## config.mk

```make
export PLATFORM = sky130hd
export DESIGN_NAME = supply_supervisor_reset_logic
export DESIGN_NICKNAME = d
export VERILOG_FILES = /design/src/supply_supervisor_pkg.sv /design/src/supply_supervisor_reset_logic.sv
export SDC_FILE = /design/constraint.sdc
export NUM_CORES = 1
export LEC_CHECK = 0
export ABC_AREA = 1
export BUFFER_PORTS_ARGS = -buffer_cell sky130_fd_sc_hd__buf_2
export CORE_MARGIN = 2
export CORE_UTILIZATION = 69
export CTS_BUF_LIST = sky130_fd_sc_hd__clkbuf_4
export DETAILED_ROUTE_END_ITERATION = 8
export PLACE_DENSITY = 0.88
export REMOVE_ABC_BUFFERS = 1
export SLEW_MARGIN = 5
export SYNTH_ARGS = -nofsm -noshare
export SYNTH_HDL_FRONTEND = slang
export SYNTH_SLANG_ARGS = --single-unit
```

## constraint.sdc

```tcl
create_clock -name CLK -period 4.6 [get_ports CLK]
set_input_delay 0.23 -clock CLK [delete_from_list [all_inputs] [get_ports CLK]]
set_output_delay 0.23 -clock CLK [all_outputs]
set_load 0.01 [all_outputs]
```

## src/supply_supervisor_pkg.sv

```systemverilog
package supply_supervisor_pkg;

   // ----------------------------------------
   // timebase
   // ----------------------------------------
   localparam int unsigned CLK_HZ = 10_000_000;
   localparam int unsigned CYC_PER_MS = CLK_HZ / 1000;
   localparam int unsigned CYC_PER_US = CLK_HZ / 1_000_000;
   localparam int unsigned CNT_W = 28;

   // ----------------------------------------
   // reset hold times, milliseconds
   // ----------------------------------------
   localparam int unsigned HOLD_A_MS = 1;
   localparam int unsigned HOLD_B_MS = 20;
   localparam int unsigned HOLD_C_MS = 140;
   localparam int unsigned HOLD_D_MS = 1120;
   localparam logic [CNT_W-1:0] HOLD_A_CYC = CNT_W'(HOLD_A_MS * CYC_PER_MS);
   localparam logic [CNT_W-1:0] HOLD_B_CYC = CNT_W'(HOLD_B_MS * CYC_PER_MS);
   localparam logic [CNT_W-1:0] HOLD_C_CYC = CNT_W'(HOLD_C_MS * CYC_PER_MS);
   localparam logic [CNT_W-1:0] HOLD_D_CYC = CNT_W'(HOLD_D_MS * CYC_PER_MS);
   localparam logic [1:0] HOLD_SEL_A = 2'h0;
   localparam logic [1:0] HOLD_SEL_B = 2'h1;
   localparam logic [1:0] HOLD_SEL_C = 2'h2;
   localparam logic [1:0] HOLD_SEL_D = 2'h3;

   // ----------------------------------------
   // watchdog periods
   // ----------------------------------------
   localparam int unsigned WD_NORMAL_US = 4300;
   localparam int unsigned WD_EXTENDED_MS = 17900;
   localparam logic [CNT_W-1:0] WD_NORMAL_CYC = CNT_W'(WD_NORMAL_US * CYC_PER_US);
   localparam logic [CNT_W-1:0] WD_EXTENDED_CYC = CNT_W'(WD_EXTENDED_MS * CYC_PER_MS);

   localparam logic [CNT_W-1:0] CNT_ZERO = 28'h0000000;
   localparam logic [CNT_W-1:0] CNT_ONE = 28'h0000001;

   // ----------------------------------------
   // types
   // ----------------------------------------
   typedef enum logic [1:0] {
      ST_ASSERT = 2'h0,
      ST_HOLD = 2'h1,
      ST_RUN = 2'h3
   } sup_state_t;

   typedef struct packed {
      logic rst_hi;
      logic rst_lo_n;
      logic odh_o;
      logic odh_oe_n;
      logic odl_o;
      logic odl_oe_n;
      logic bid_o;
      logic bid_oe_n;
   } rst_pins_t;

   localparam rst_pins_t PINS_ASSERTED = '{rst_hi: 1'h1, rst_lo_n: 1'h0, odh_o: 1'h0, odh_oe_n: 1'h1,
                                           odl_o: 1'h0, odl_oe_n: 1'h0, bid_o: 1'h0, bid_oe_n: 1'h0};

endpackage

```

## src/supply_supervisor_reset_logic.sv

```systemverilog
`timescale 1ns/1ps
// Summary of operation
// reset when kick input shows no edge for a whole watchdog period
// processor must toggle the kick input at least once every watchdog period
// reset while either undervoltage sense input reports low voltage
// reset while the overvoltage sense input reports high voltage
// reset while manual reset input is low
// all reset outputs stay asserted one hold time after last source clears
// active-high push-pull output high in reset, low after hold time
// active-high open-drain output released high in reset and through hold
// active-low push-pull output low in reset and hold, then high
// active-low open-drain output pulled low in reset and through hold
// bidirectional active-low output low in reset, returns high after hold
// hold time selectable 1, 20, 140 or 1120 ms, default 1120
// watchdog select picks normal or extended, longer, watchdog period
// watchdog periods span 4.3 ms to 17.9 s
// reset condition is the OR of all sources
// watchdog counter restarts on every kick edge and while reset asserted
module supply_supervisor_reset_logic #(
   parameter logic [supply_supervisor_pkg::CNT_W-1:0] HOLD_A_CYC = supply_supervisor_pkg::HOLD_A_CYC,
   parameter logic [supply_supervisor_pkg::CNT_W-1:0] HOLD_B_CYC = supply_supervisor_pkg::HOLD_B_CYC,
   parameter logic [supply_supervisor_pkg::CNT_W-1:0] HOLD_C_CYC = supply_supervisor_pkg::HOLD_C_CYC,
   parameter logic [supply_supervisor_pkg::CNT_W-1:0] HOLD_D_CYC = supply_supervisor_pkg::HOLD_D_CYC,
   parameter logic [supply_supervisor_pkg::CNT_W-1:0] WD_NORMAL_CYC = supply_supervisor_pkg::WD_NORMAL_CYC,
   parameter logic [supply_supervisor_pkg::CNT_W-1:0] WD_EXTENDED_CYC = supply_supervisor_pkg::WD_EXTENDED_CYC
) (
   // clock and reset
   input wire logic CLK,
   input wire logic SRST,
   // configuration
   input wire logic [1:0] HOLD_SEL,
   input wire logic WATCHDOG_EXT_SEL,
   input wire logic WATCHDOG_EN,
   // reset sources
   input wire logic WATCHDOG_KICK_IN,
   input wire logic UNDERVOLT_SENSE_A,
   input wire logic UNDERVOLT_SENSE_B,
   input wire logic OVERVOLT_SENSE,
   input wire logic MANUAL_RESET_N,
   // push-pull outputs
   output logic RST_OUT,
   output logic RST_N_OUT,
   // open-drain outputs
   output logic OPENDRAIN_RST_OUT_O,
   output logic OPENDRAIN_RST_OUT_OE_N,
   output logic OPENDRAIN_RST_N_O,
   output logic OPENDRAIN_RST_N_OE_N,
   // bidirectional output
   input wire logic BIDIR_RST_N_I,
   output logic BIDIR_RST_N_O,
   output logic BIDIR_RST_N_OE_N
);

   // ----------------------------------------
   // selections
   // ----------------------------------------
   function automatic logic [supply_supervisor_pkg::CNT_W-1:0] hold_decode(input logic [1:0] sel);
      case (sel)
         supply_supervisor_pkg::HOLD_SEL_A: hold_decode = HOLD_A_CYC;
         supply_supervisor_pkg::HOLD_SEL_B: hold_decode = HOLD_B_CYC;
         supply_supervisor_pkg::HOLD_SEL_C: hold_decode = HOLD_C_CYC;
         default: hold_decode = HOLD_D_CYC;
      endcase
   endfunction

   logic [supply_supervisor_pkg::CNT_W-1:0] hold_limit;
   logic [supply_supervisor_pkg::CNT_W-1:0] wd_limit;
   assign hold_limit = hold_decode(HOLD_SEL);
   assign wd_limit = WATCHDOG_EXT_SEL ? WD_EXTENDED_CYC : WD_NORMAL_CYC;

   // ----------------------------------------
   // watchdog
   // ----------------------------------------
   logic kick_prev_reg;
   logic kick_prev_next;
   logic [supply_supervisor_pkg::CNT_W-1:0] wd_cnt_reg;
   logic [supply_supervisor_pkg::CNT_W-1:0] wd_cnt_next;
   logic kick_edge;
   logic wd_exp;
   supply_supervisor_pkg::rst_pins_t pins_reg;
   supply_supervisor_pkg::rst_pins_t pins_next;

   always_comb begin
      kick_prev_next = WATCHDOG_KICK_IN;
      kick_edge = WATCHDOG_KICK_IN ^ kick_prev_reg;
      wd_exp = WATCHDOG_EN && !kick_edge && !pins_reg.rst_hi &&
               (wd_cnt_reg >= wd_limit - supply_supervisor_pkg::CNT_ONE);
      if (kick_edge || pins_reg.rst_hi || !WATCHDOG_EN || wd_exp) begin
         wd_cnt_next = supply_supervisor_pkg::CNT_ZERO;
      end else begin
         wd_cnt_next = wd_cnt_reg + supply_supervisor_pkg::CNT_ONE;
      end
   end

   always_ff @(posedge CLK) begin
      if (SRST) begin
         kick_prev_reg <= 1'h0;
         wd_cnt_reg <= supply_supervisor_pkg::CNT_ZERO;
      end else begin
         kick_prev_reg <= kick_prev_next;
         wd_cnt_reg <= wd_cnt_next;
      end
   end

   // ----------------------------------------
   // reset sequencing and pins
   // ----------------------------------------
   supply_supervisor_pkg::sup_state_t state_reg;
   supply_supervisor_pkg::sup_state_t state_next;
   logic [supply_supervisor_pkg::CNT_W-1:0] hold_cnt_reg;
   logic [supply_supervisor_pkg::CNT_W-1:0] hold_cnt_next;
   logic cond;
   logic asserted;

   assign cond = wd_exp || UNDERVOLT_SENSE_A || UNDERVOLT_SENSE_B || OVERVOLT_SENSE || !MANUAL_RESET_N;

   always_comb begin
      state_next = state_reg;
      hold_cnt_next = hold_cnt_reg;
      case (state_reg)
         supply_supervisor_pkg::ST_ASSERT: begin
            hold_cnt_next = supply_supervisor_pkg::CNT_ZERO;
            if (!cond) begin
               state_next = supply_supervisor_pkg::ST_HOLD;
            end
         end
         supply_supervisor_pkg::ST_HOLD: begin
            if (cond) begin
               state_next = supply_supervisor_pkg::ST_ASSERT;
               hold_cnt_next = supply_supervisor_pkg::CNT_ZERO;
            end else if (hold_cnt_reg >= hold_limit - supply_supervisor_pkg::CNT_ONE) begin
               state_next = supply_supervisor_pkg::ST_RUN;
               hold_cnt_next = supply_supervisor_pkg::CNT_ZERO;
            end else begin
               hold_cnt_next = hold_cnt_reg + supply_supervisor_pkg::CNT_ONE;
            end
         end
         supply_supervisor_pkg::ST_RUN: begin
            if (cond) begin
               state_next = supply_supervisor_pkg::ST_ASSERT;
            end
         end
         default: begin
            state_next = supply_supervisor_pkg::ST_ASSERT;
            hold_cnt_next = supply_supervisor_pkg::CNT_ZERO;
         end
      endcase
      asserted = (state_next != supply_supervisor_pkg::ST_RUN);
      pins_next.rst_hi = asserted;
      pins_next.rst_lo_n = !asserted;
      pins_next.odh_o = 1'h0;
      pins_next.odh_oe_n = asserted;
      pins_next.odl_o = 1'h0;
      pins_next.odl_oe_n = !asserted;
      pins_next.bid_o = !asserted;
      pins_next.bid_oe_n = !(asserted || pins_reg.rst_hi);
   end

   always_ff @(posedge CLK) begin
      if (SRST) begin
         state_reg <= supply_supervisor_pkg::ST_HOLD;
         hold_cnt_reg <= supply_supervisor_pkg::CNT_ZERO;
         pins_reg <= supply_supervisor_pkg::PINS_ASSERTED;
      end else begin
         state_reg <= state_next;
         hold_cnt_reg <= hold_cnt_next;
         pins_reg <= pins_next;
      end
   end

   assign RST_OUT = pins_reg.rst_hi;
   assign RST_N_OUT = pins_reg.rst_lo_n;
   assign OPENDRAIN_RST_OUT_O = pins_reg.odh_o;
   assign OPENDRAIN_RST_OUT_OE_N = pins_reg.odh_oe_n;
   assign OPENDRAIN_RST_N_O = pins_reg.odl_o;
   assign OPENDRAIN_RST_N_OE_N = pins_reg.odl_oe_n;
   assign BIDIR_RST_N_O = pins_reg.bid_o;
   assign BIDIR_RST_N_OE_N = pins_reg.bid_oe_n;
endmodule

```

== After elaboration in Yosys (flattened, before gate mapping) ==
Index checks and enable logic that the tools add are counted.
Word-level totals
  logic and storage cells: 51
  output and inout bits: 8
  input bits: 12
  register bits after elaboration: 64
Operators by class
  add/sub/neg operators: 4
  equality and inequality tests: 5
  order comparisons: 2
  reduce and logical (&&, ||, !) cells: 20
  multiplexer cells: 10
  bitwise logic cells: 1
Operators with widths (number)
  $mux W28: 3
  $pmux W24 S3: 1
  $add A28 B1 Y28 const B: 2
  $ge A28 B28 Y1: 2
  $pmux W28 S2: 1
  $sub A28 B1 Y28 const B: 2
  $logic_or A1 B1 Y1: 8
  $mux W2: 4
  $logic_not A1 Y1: 6
  $pmux W2 S3: 1
  $eq A2 B1 Y1 const B: 2
  $eq A2 B2 Y1 const B: 2
  $logic_not A2 Y1: 2
  $logic_and A1 B1 Y1: 3
  $ne A2 B2 Y1 const B: 1
  $reduce_or A2 Y1: 1
  $xor A1 B1 Y1: 1

== Depth between registers and ports, before layout ==
  depth in word-level cells: 14
  depth in mapped cells: 16
  gate-level depth less buffers: 15

== Least setup slack after synthesis ==
OpenSTA, ideal clock, no wires.
  path kind: in2reg
  start: input HOLD_SEL[0]
  end: register hold_cnt_reg[0] in the netlist's numbering
  data required time: 4.529 ns
  arrival time: 1.835 ns
  slack: 2.695 ns
  stages: 15
  library setup time: 0.071 ns
  path buffers: 1
  cell sequence: inv_1 -> ha_1 -> ha_1 -> nand2_1 -> nand2_1 -> nand2_1 -> nand2_1 -> nand2_1 -> nand2_1 -> nand2_1 -> nand2_1 -> nor2_4 -> buf_2 -> nand4_1 -> a21oi_1
Between the ends
  longest elaborated chain between the ends: 7
  elaborated cells on any way between the ends: 9
  those cells by class: 1 x add/sub; 1 x order compare; 2 x eq/ne; 4 x mux; 1 x reduce/logical
RTL lines
  start: declaration: line supply_supervisor_reset_logic.sv:31  | input wire logic [1:0] HOLD_SEL,
  $eq A2 B2 Y1 (tied with other cells): line supply_supervisor_reset_logic.sv:58  | case (sel)
  $pmux W24 S3 (*): line supply_supervisor_reset_logic.sv:58
  $sub A28 B1 Y28 (*): line supply_supervisor_reset_logic.sv:131  | end else if (hold_cnt_reg >= hold_limit - supply_supervisor_pkg::CNT_ONE) begin
  $ge A28 B28 Y1 (*): line supply_supervisor_reset_logic.sv:131
  $mux W28 (*): line supply_supervisor_reset_logic.sv:131
  $mux W28 (*): line supply_supervisor_reset_logic.sv:128  | if (cond) begin
  $pmux W28 S2 (*): line supply_supervisor_reset_logic.sv:120  | case (state_reg)
  end signal: assignment: line supply_supervisor_reset_logic.sv:162  | hold_cnt_reg <= supply_supervisor_pkg::CNT_ZERO;
  end signal: assignment: line supply_supervisor_reset_logic.sv:166  | hold_cnt_reg <= hold_cnt_next;
  end: declaration: line supply_supervisor_reset_logic.sv:110  | logic [supply_supervisor_pkg::CNT_W-1:0] hold_cnt_reg;
Every way passes the cells marked *; elsewhere a longest branch is shown, timed or not.
A chain may end at the register's enable or synchronous reset.

== Worst setup path in the final report ==
  start: register wd_cnt_reg[21] in the netlist's numbering
  end: register wd_cnt_reg[4] in the netlist's numbering
Between the ends
  longest elaborated chain between the ends: 4
RTL lines
  start: declaration: line supply_supervisor_reset_logic.sv:76  | logic [supply_supervisor_pkg::CNT_W-1:0] wd_cnt_reg;
  start signal: assignment: line supply_supervisor_reset_logic.sv:98  | wd_cnt_reg <= supply_supervisor_pkg::CNT_ZERO;
  start signal: assignment: line supply_supervisor_reset_logic.sv:101  | wd_cnt_reg <= wd_cnt_next;
  $ge A28 B28 Y1: line supply_supervisor_reset_logic.sv:87  | (wd_cnt_reg >= wd_limit - supply_supervisor_pkg::CNT_ONE);
  $logic_and A1 B1 Y1: line supply_supervisor_reset_logic.sv:86  | wd_exp = WATCHDOG_EN && !kick_edge && !pins_reg.rst_hi &&
  $logic_or A1 B1 Y1: line supply_supervisor_reset_logic.sv:88  | if (kick_edge || pins_reg.rst_hi || !WATCHDOG_EN || wd_exp) begin
  $reduce_or A2 Y1 (no source line)
Every way passes these cells.

==> run_results.csv <==
group,metric,value,unit
grt,grt_first_pass_wirelength,17.3,mm
sta,hold_violations,0,
yosys,synth_top_area_cell,"dfxtp_1",
worst_setup_path,critPathLaunchType,"flop",
grt,grt_max_degree,31,
sta,slew_violations,0,
finish,fillers,501,
cts,cts-root-buf,"clkbuf_4",
worst_setup_path,cpPeakStageDelay,0.45,ns
floorplanning,die_area,0.00722,sq mm
pwr,power_density,240,mW/mm^2
pwr,ir_drop,0.000190,V
worst_setup_path,critical_path.startpoint,"wd_cnt_reg[21]$_SDFF_PP0_",
floorplanning,core,0.00635,sq mm
routing,avgViaCountPerCell,5.63,
yosys,synth_ff_type,"dfxtp_1",
sta,whs,0.0381,ns
cts,clockBufferDepth,2,
grt,track_usage,0.293,
worst_setup_path,critical_path_depth,10,
yosys,yosys_register_bits,62,
pwr,power.leakage,2.00,nW
worst_setup_path,critPathCapture,"wd_cnt_reg[4]$_SDFF_PP0_",
finish,final_cell_mix,"nand2_1 (205), nor2_1 (112), inv_1 (78)",
finish,antenna_cells,0,
sta,rsz0062_at_grt,"false",
worst_setup_path,crit_type,"reg -> reg",
grt,gr-total-overflow,0,
worst_setup_path,cp_cell_sequence,"ha_1 > nand2_1 > nand2_1 > nand2_1 > nand2_1 > a21oi_1 > nand3_2 > nand2_4 > nand3_4 > nor3b_1",
routing,drcViolationCount,0,
worst_hold_path,hold_path_class,"in -> reg",
run_status,status,"finished clean",
worst_setup_path,crit_top_cell,"nand2_1",
sta,worstMarginPinSlew,0.820,ns
yosys,netlist-cell-type-count,38,
cts,holdBufCountCts,0,
worst_setup_path,rrSetupSlack,2.20,ns
placement,dp_slack,1.88,ns
routing,drt-initial-drc-count,256,
yosys,synth_top_area_frac,0.274,
cts,cts-htree-levels,3,
routing,drt_first_pass_iters,5,
sta,fin_crit_sh,0.522,
worst_setup_path,ff2ff_path_depth,10,
sta,max_slew_margin,0.450,
cts,cts_setup_buffers,0,
finish,layout-drive-gt1-share,0.0866,
pwr,power,1.16,mW
worst_setup_path,critical_path.top_delay_family,"simple AND/OR/NAND/NOR gates",
routing,wl,10.3,mm
yosys,syn-instance-count,701,
finish,area_growth,6.50,%
run,max_cap_viol_count,0,
worst_setup_path,path_buf_inv,0,
finish,mostFrequentLayoutCell,"nand2_1",
routing,wl_per_cell,13.0,um
yosys,syn_avg_cell_area,6.45,sq um
finish,multi_input_area,0.00288,sq mm
worst_setup_path,critPathMaxFanout,28,
floorplanning,dieWidth,85.0,um
worst_setup_path,r2r_end,"wd_cnt_reg[4]$_SDFF_PP0_",
cts,cts_resized,0,
grt,grt_pass1_vias,4025,
yosys,ys_warn_count,0,
cts,cts_tree,"yes",
yosys,syn-cell-area,0.00452,sq mm
cts,cts_made_buffers,9,
yosys,synth_edf_count,0,
finish,register_area,0.00124,sq mm
worst_setup_path,arrival,2.74,ns
worst_setup_path,crit_slowest_cell,"dfxtp_1",
placement,place_congestion,0.917,
finish,final_nets,765,
yosys,synthTopCellsByArea,"dfxtp_1 (27%), nand2_1 (17%), ha_1 (12%)",
floorplanning,die_h,85.0,um
floorplanning,rows,29,
cts,path_clk_slew,0.11,ns
worst_setup_path,cp.required,4.93,ns
routing,final_antenna_net_count,0,
floorplanning,boundaryPins,20,
placement,detailed_place_hpwl,7.37,mm
placement,portBuffers,16,
routing,vias,4461,
worst_setup_path,r2r-start,"wd_cnt_reg[21]$_SDFF_PP0_",
yosys,async_flop_share,0,
sta,finalSetupTns,0,ns
sta,skew,0.0220,ns
sta,finalSetupViolations,0,
floorplanning,start_util,0.712,
sta,max_freq,417,MHz
worst_setup_path,end_kind,"flop",
sta,finalCriticalPeriod,2.40,ns
sta,layout_setup_ws,2.20,ns
yosys,yosysSeqAreaShare,0.274,
cts,clock-sinks,62,
cts,clock_latency,0.43,ns
grt,antenna_found_initial,0,
-- through the flow --
step	utilization	cells	area, sq um
6_report	0.759	793	4820
5_1_grt	0.759	793	4820
4_1_cts	0.759	793	4820
3_5_place_dp	0.725	777	4600
3_3_place_gp	0.725	777	4600
2_1_floorplan	-	683	4410
-- area by class of cell --
class / instances / share of cell area
Clock inverter: 7 / 0.0301
Tap cell: 77 / 0.0200
Clock buffer: 9 / 0.0140
Timing Repair Buffer: 17 / 0.0182
Inverter: 79 / 0.0616
Multi-Input combinational cell: 542 / 0.598
Sequential cell: 62 / 0.258
-- worst min-delay path, cell delays in order --
cell and delay [ns]:
buf_2 0.07, inv_1 0.05, nor2_1 0.07
-- worst min-delay path by stage --
stage	slack [ns]	from	end	cells past startpoint
after detailed placement	0.43	hold_cnt_reg[26]$_SDFFE_PP0P_	hold_cnt_reg[26]$_SDFFE_PP0P_	2
after floorplan	0.30	SRST	hold_cnt_reg[0]$_SDFFE_PP0P_	1
final	0.04	WATCHDOG_KICK_IN	kick_prev_reg$_SDFF_PP0_	3
after global routing	0.03	WATCHDOG_KICK_IN	kick_prev_reg$_SDFF_PP0_	3
after CTS	0.03	WATCHDOG_KICK_IN	kick_prev_reg$_SDFF_PP0_	3
after global placement	0.43	hold_cnt_reg[25]$_SDFFE_PP0P_	hold_cnt_reg[25]$_SDFFE_PP0P_	2
-- per-layer routing --
| layer | track usage | up-vias | share of wire |
|---|---|---|---|
| met1 | 0.353 | 1976 | 0.42 |
| li1 | - | 2270 | - |
| met4 | 0.130 | 0 | 0.025 |
| met5 | 0 | - | 0 |
| met3 | 0.0554 | 32 | 0.074 |
| met2 | 0.504 | 183 | 0.48 |
-- synthesized netlist by cell type, types with 2 or more instances --
library cell,count
a21o_1,2
a21oi_1,43
a21oi_2,8
buf_2,5
buf_4,8
clkbuf_1,6
dfxtp_1,62
ha_1,42
inv_1,78
nand2_1,205
nand2_2,3
nand2_4,2
nand3_1,20
nand4_1,31
nor2_1,112
nor2_4,5
nor3_1,17
nor3b_1,3
nor4_1,2
o21ai_0,12
or2_2,5
xnor2_1,6
xor2_1,9
-- kinds of logic after synthesis --
kind of cell,after synthesis,share of synthesized area
AND/OR/NAND/NOR,412,0.400
buffers and inverters,99,0.0918
adder cells (fa/ha/maj),42,0.116
other,1,0.000829
XOR/XNOR,15,0.0290
flip-flops,62,0.274
AO/OA/AOI/OAI,70,0.0880
-- power breakdown --
group | switching, mW | leakage [nW] | internal (mW) | total, mW
clock | 0.230 | 0.107 | 0.332 | 0.563
sequential | 0.00102 | 0.500 | 0.538 | 0.539
combinational | 0.0378 | 1.40 | 0.0173 | 0.0550
Power figures use the tool's default switching activity.
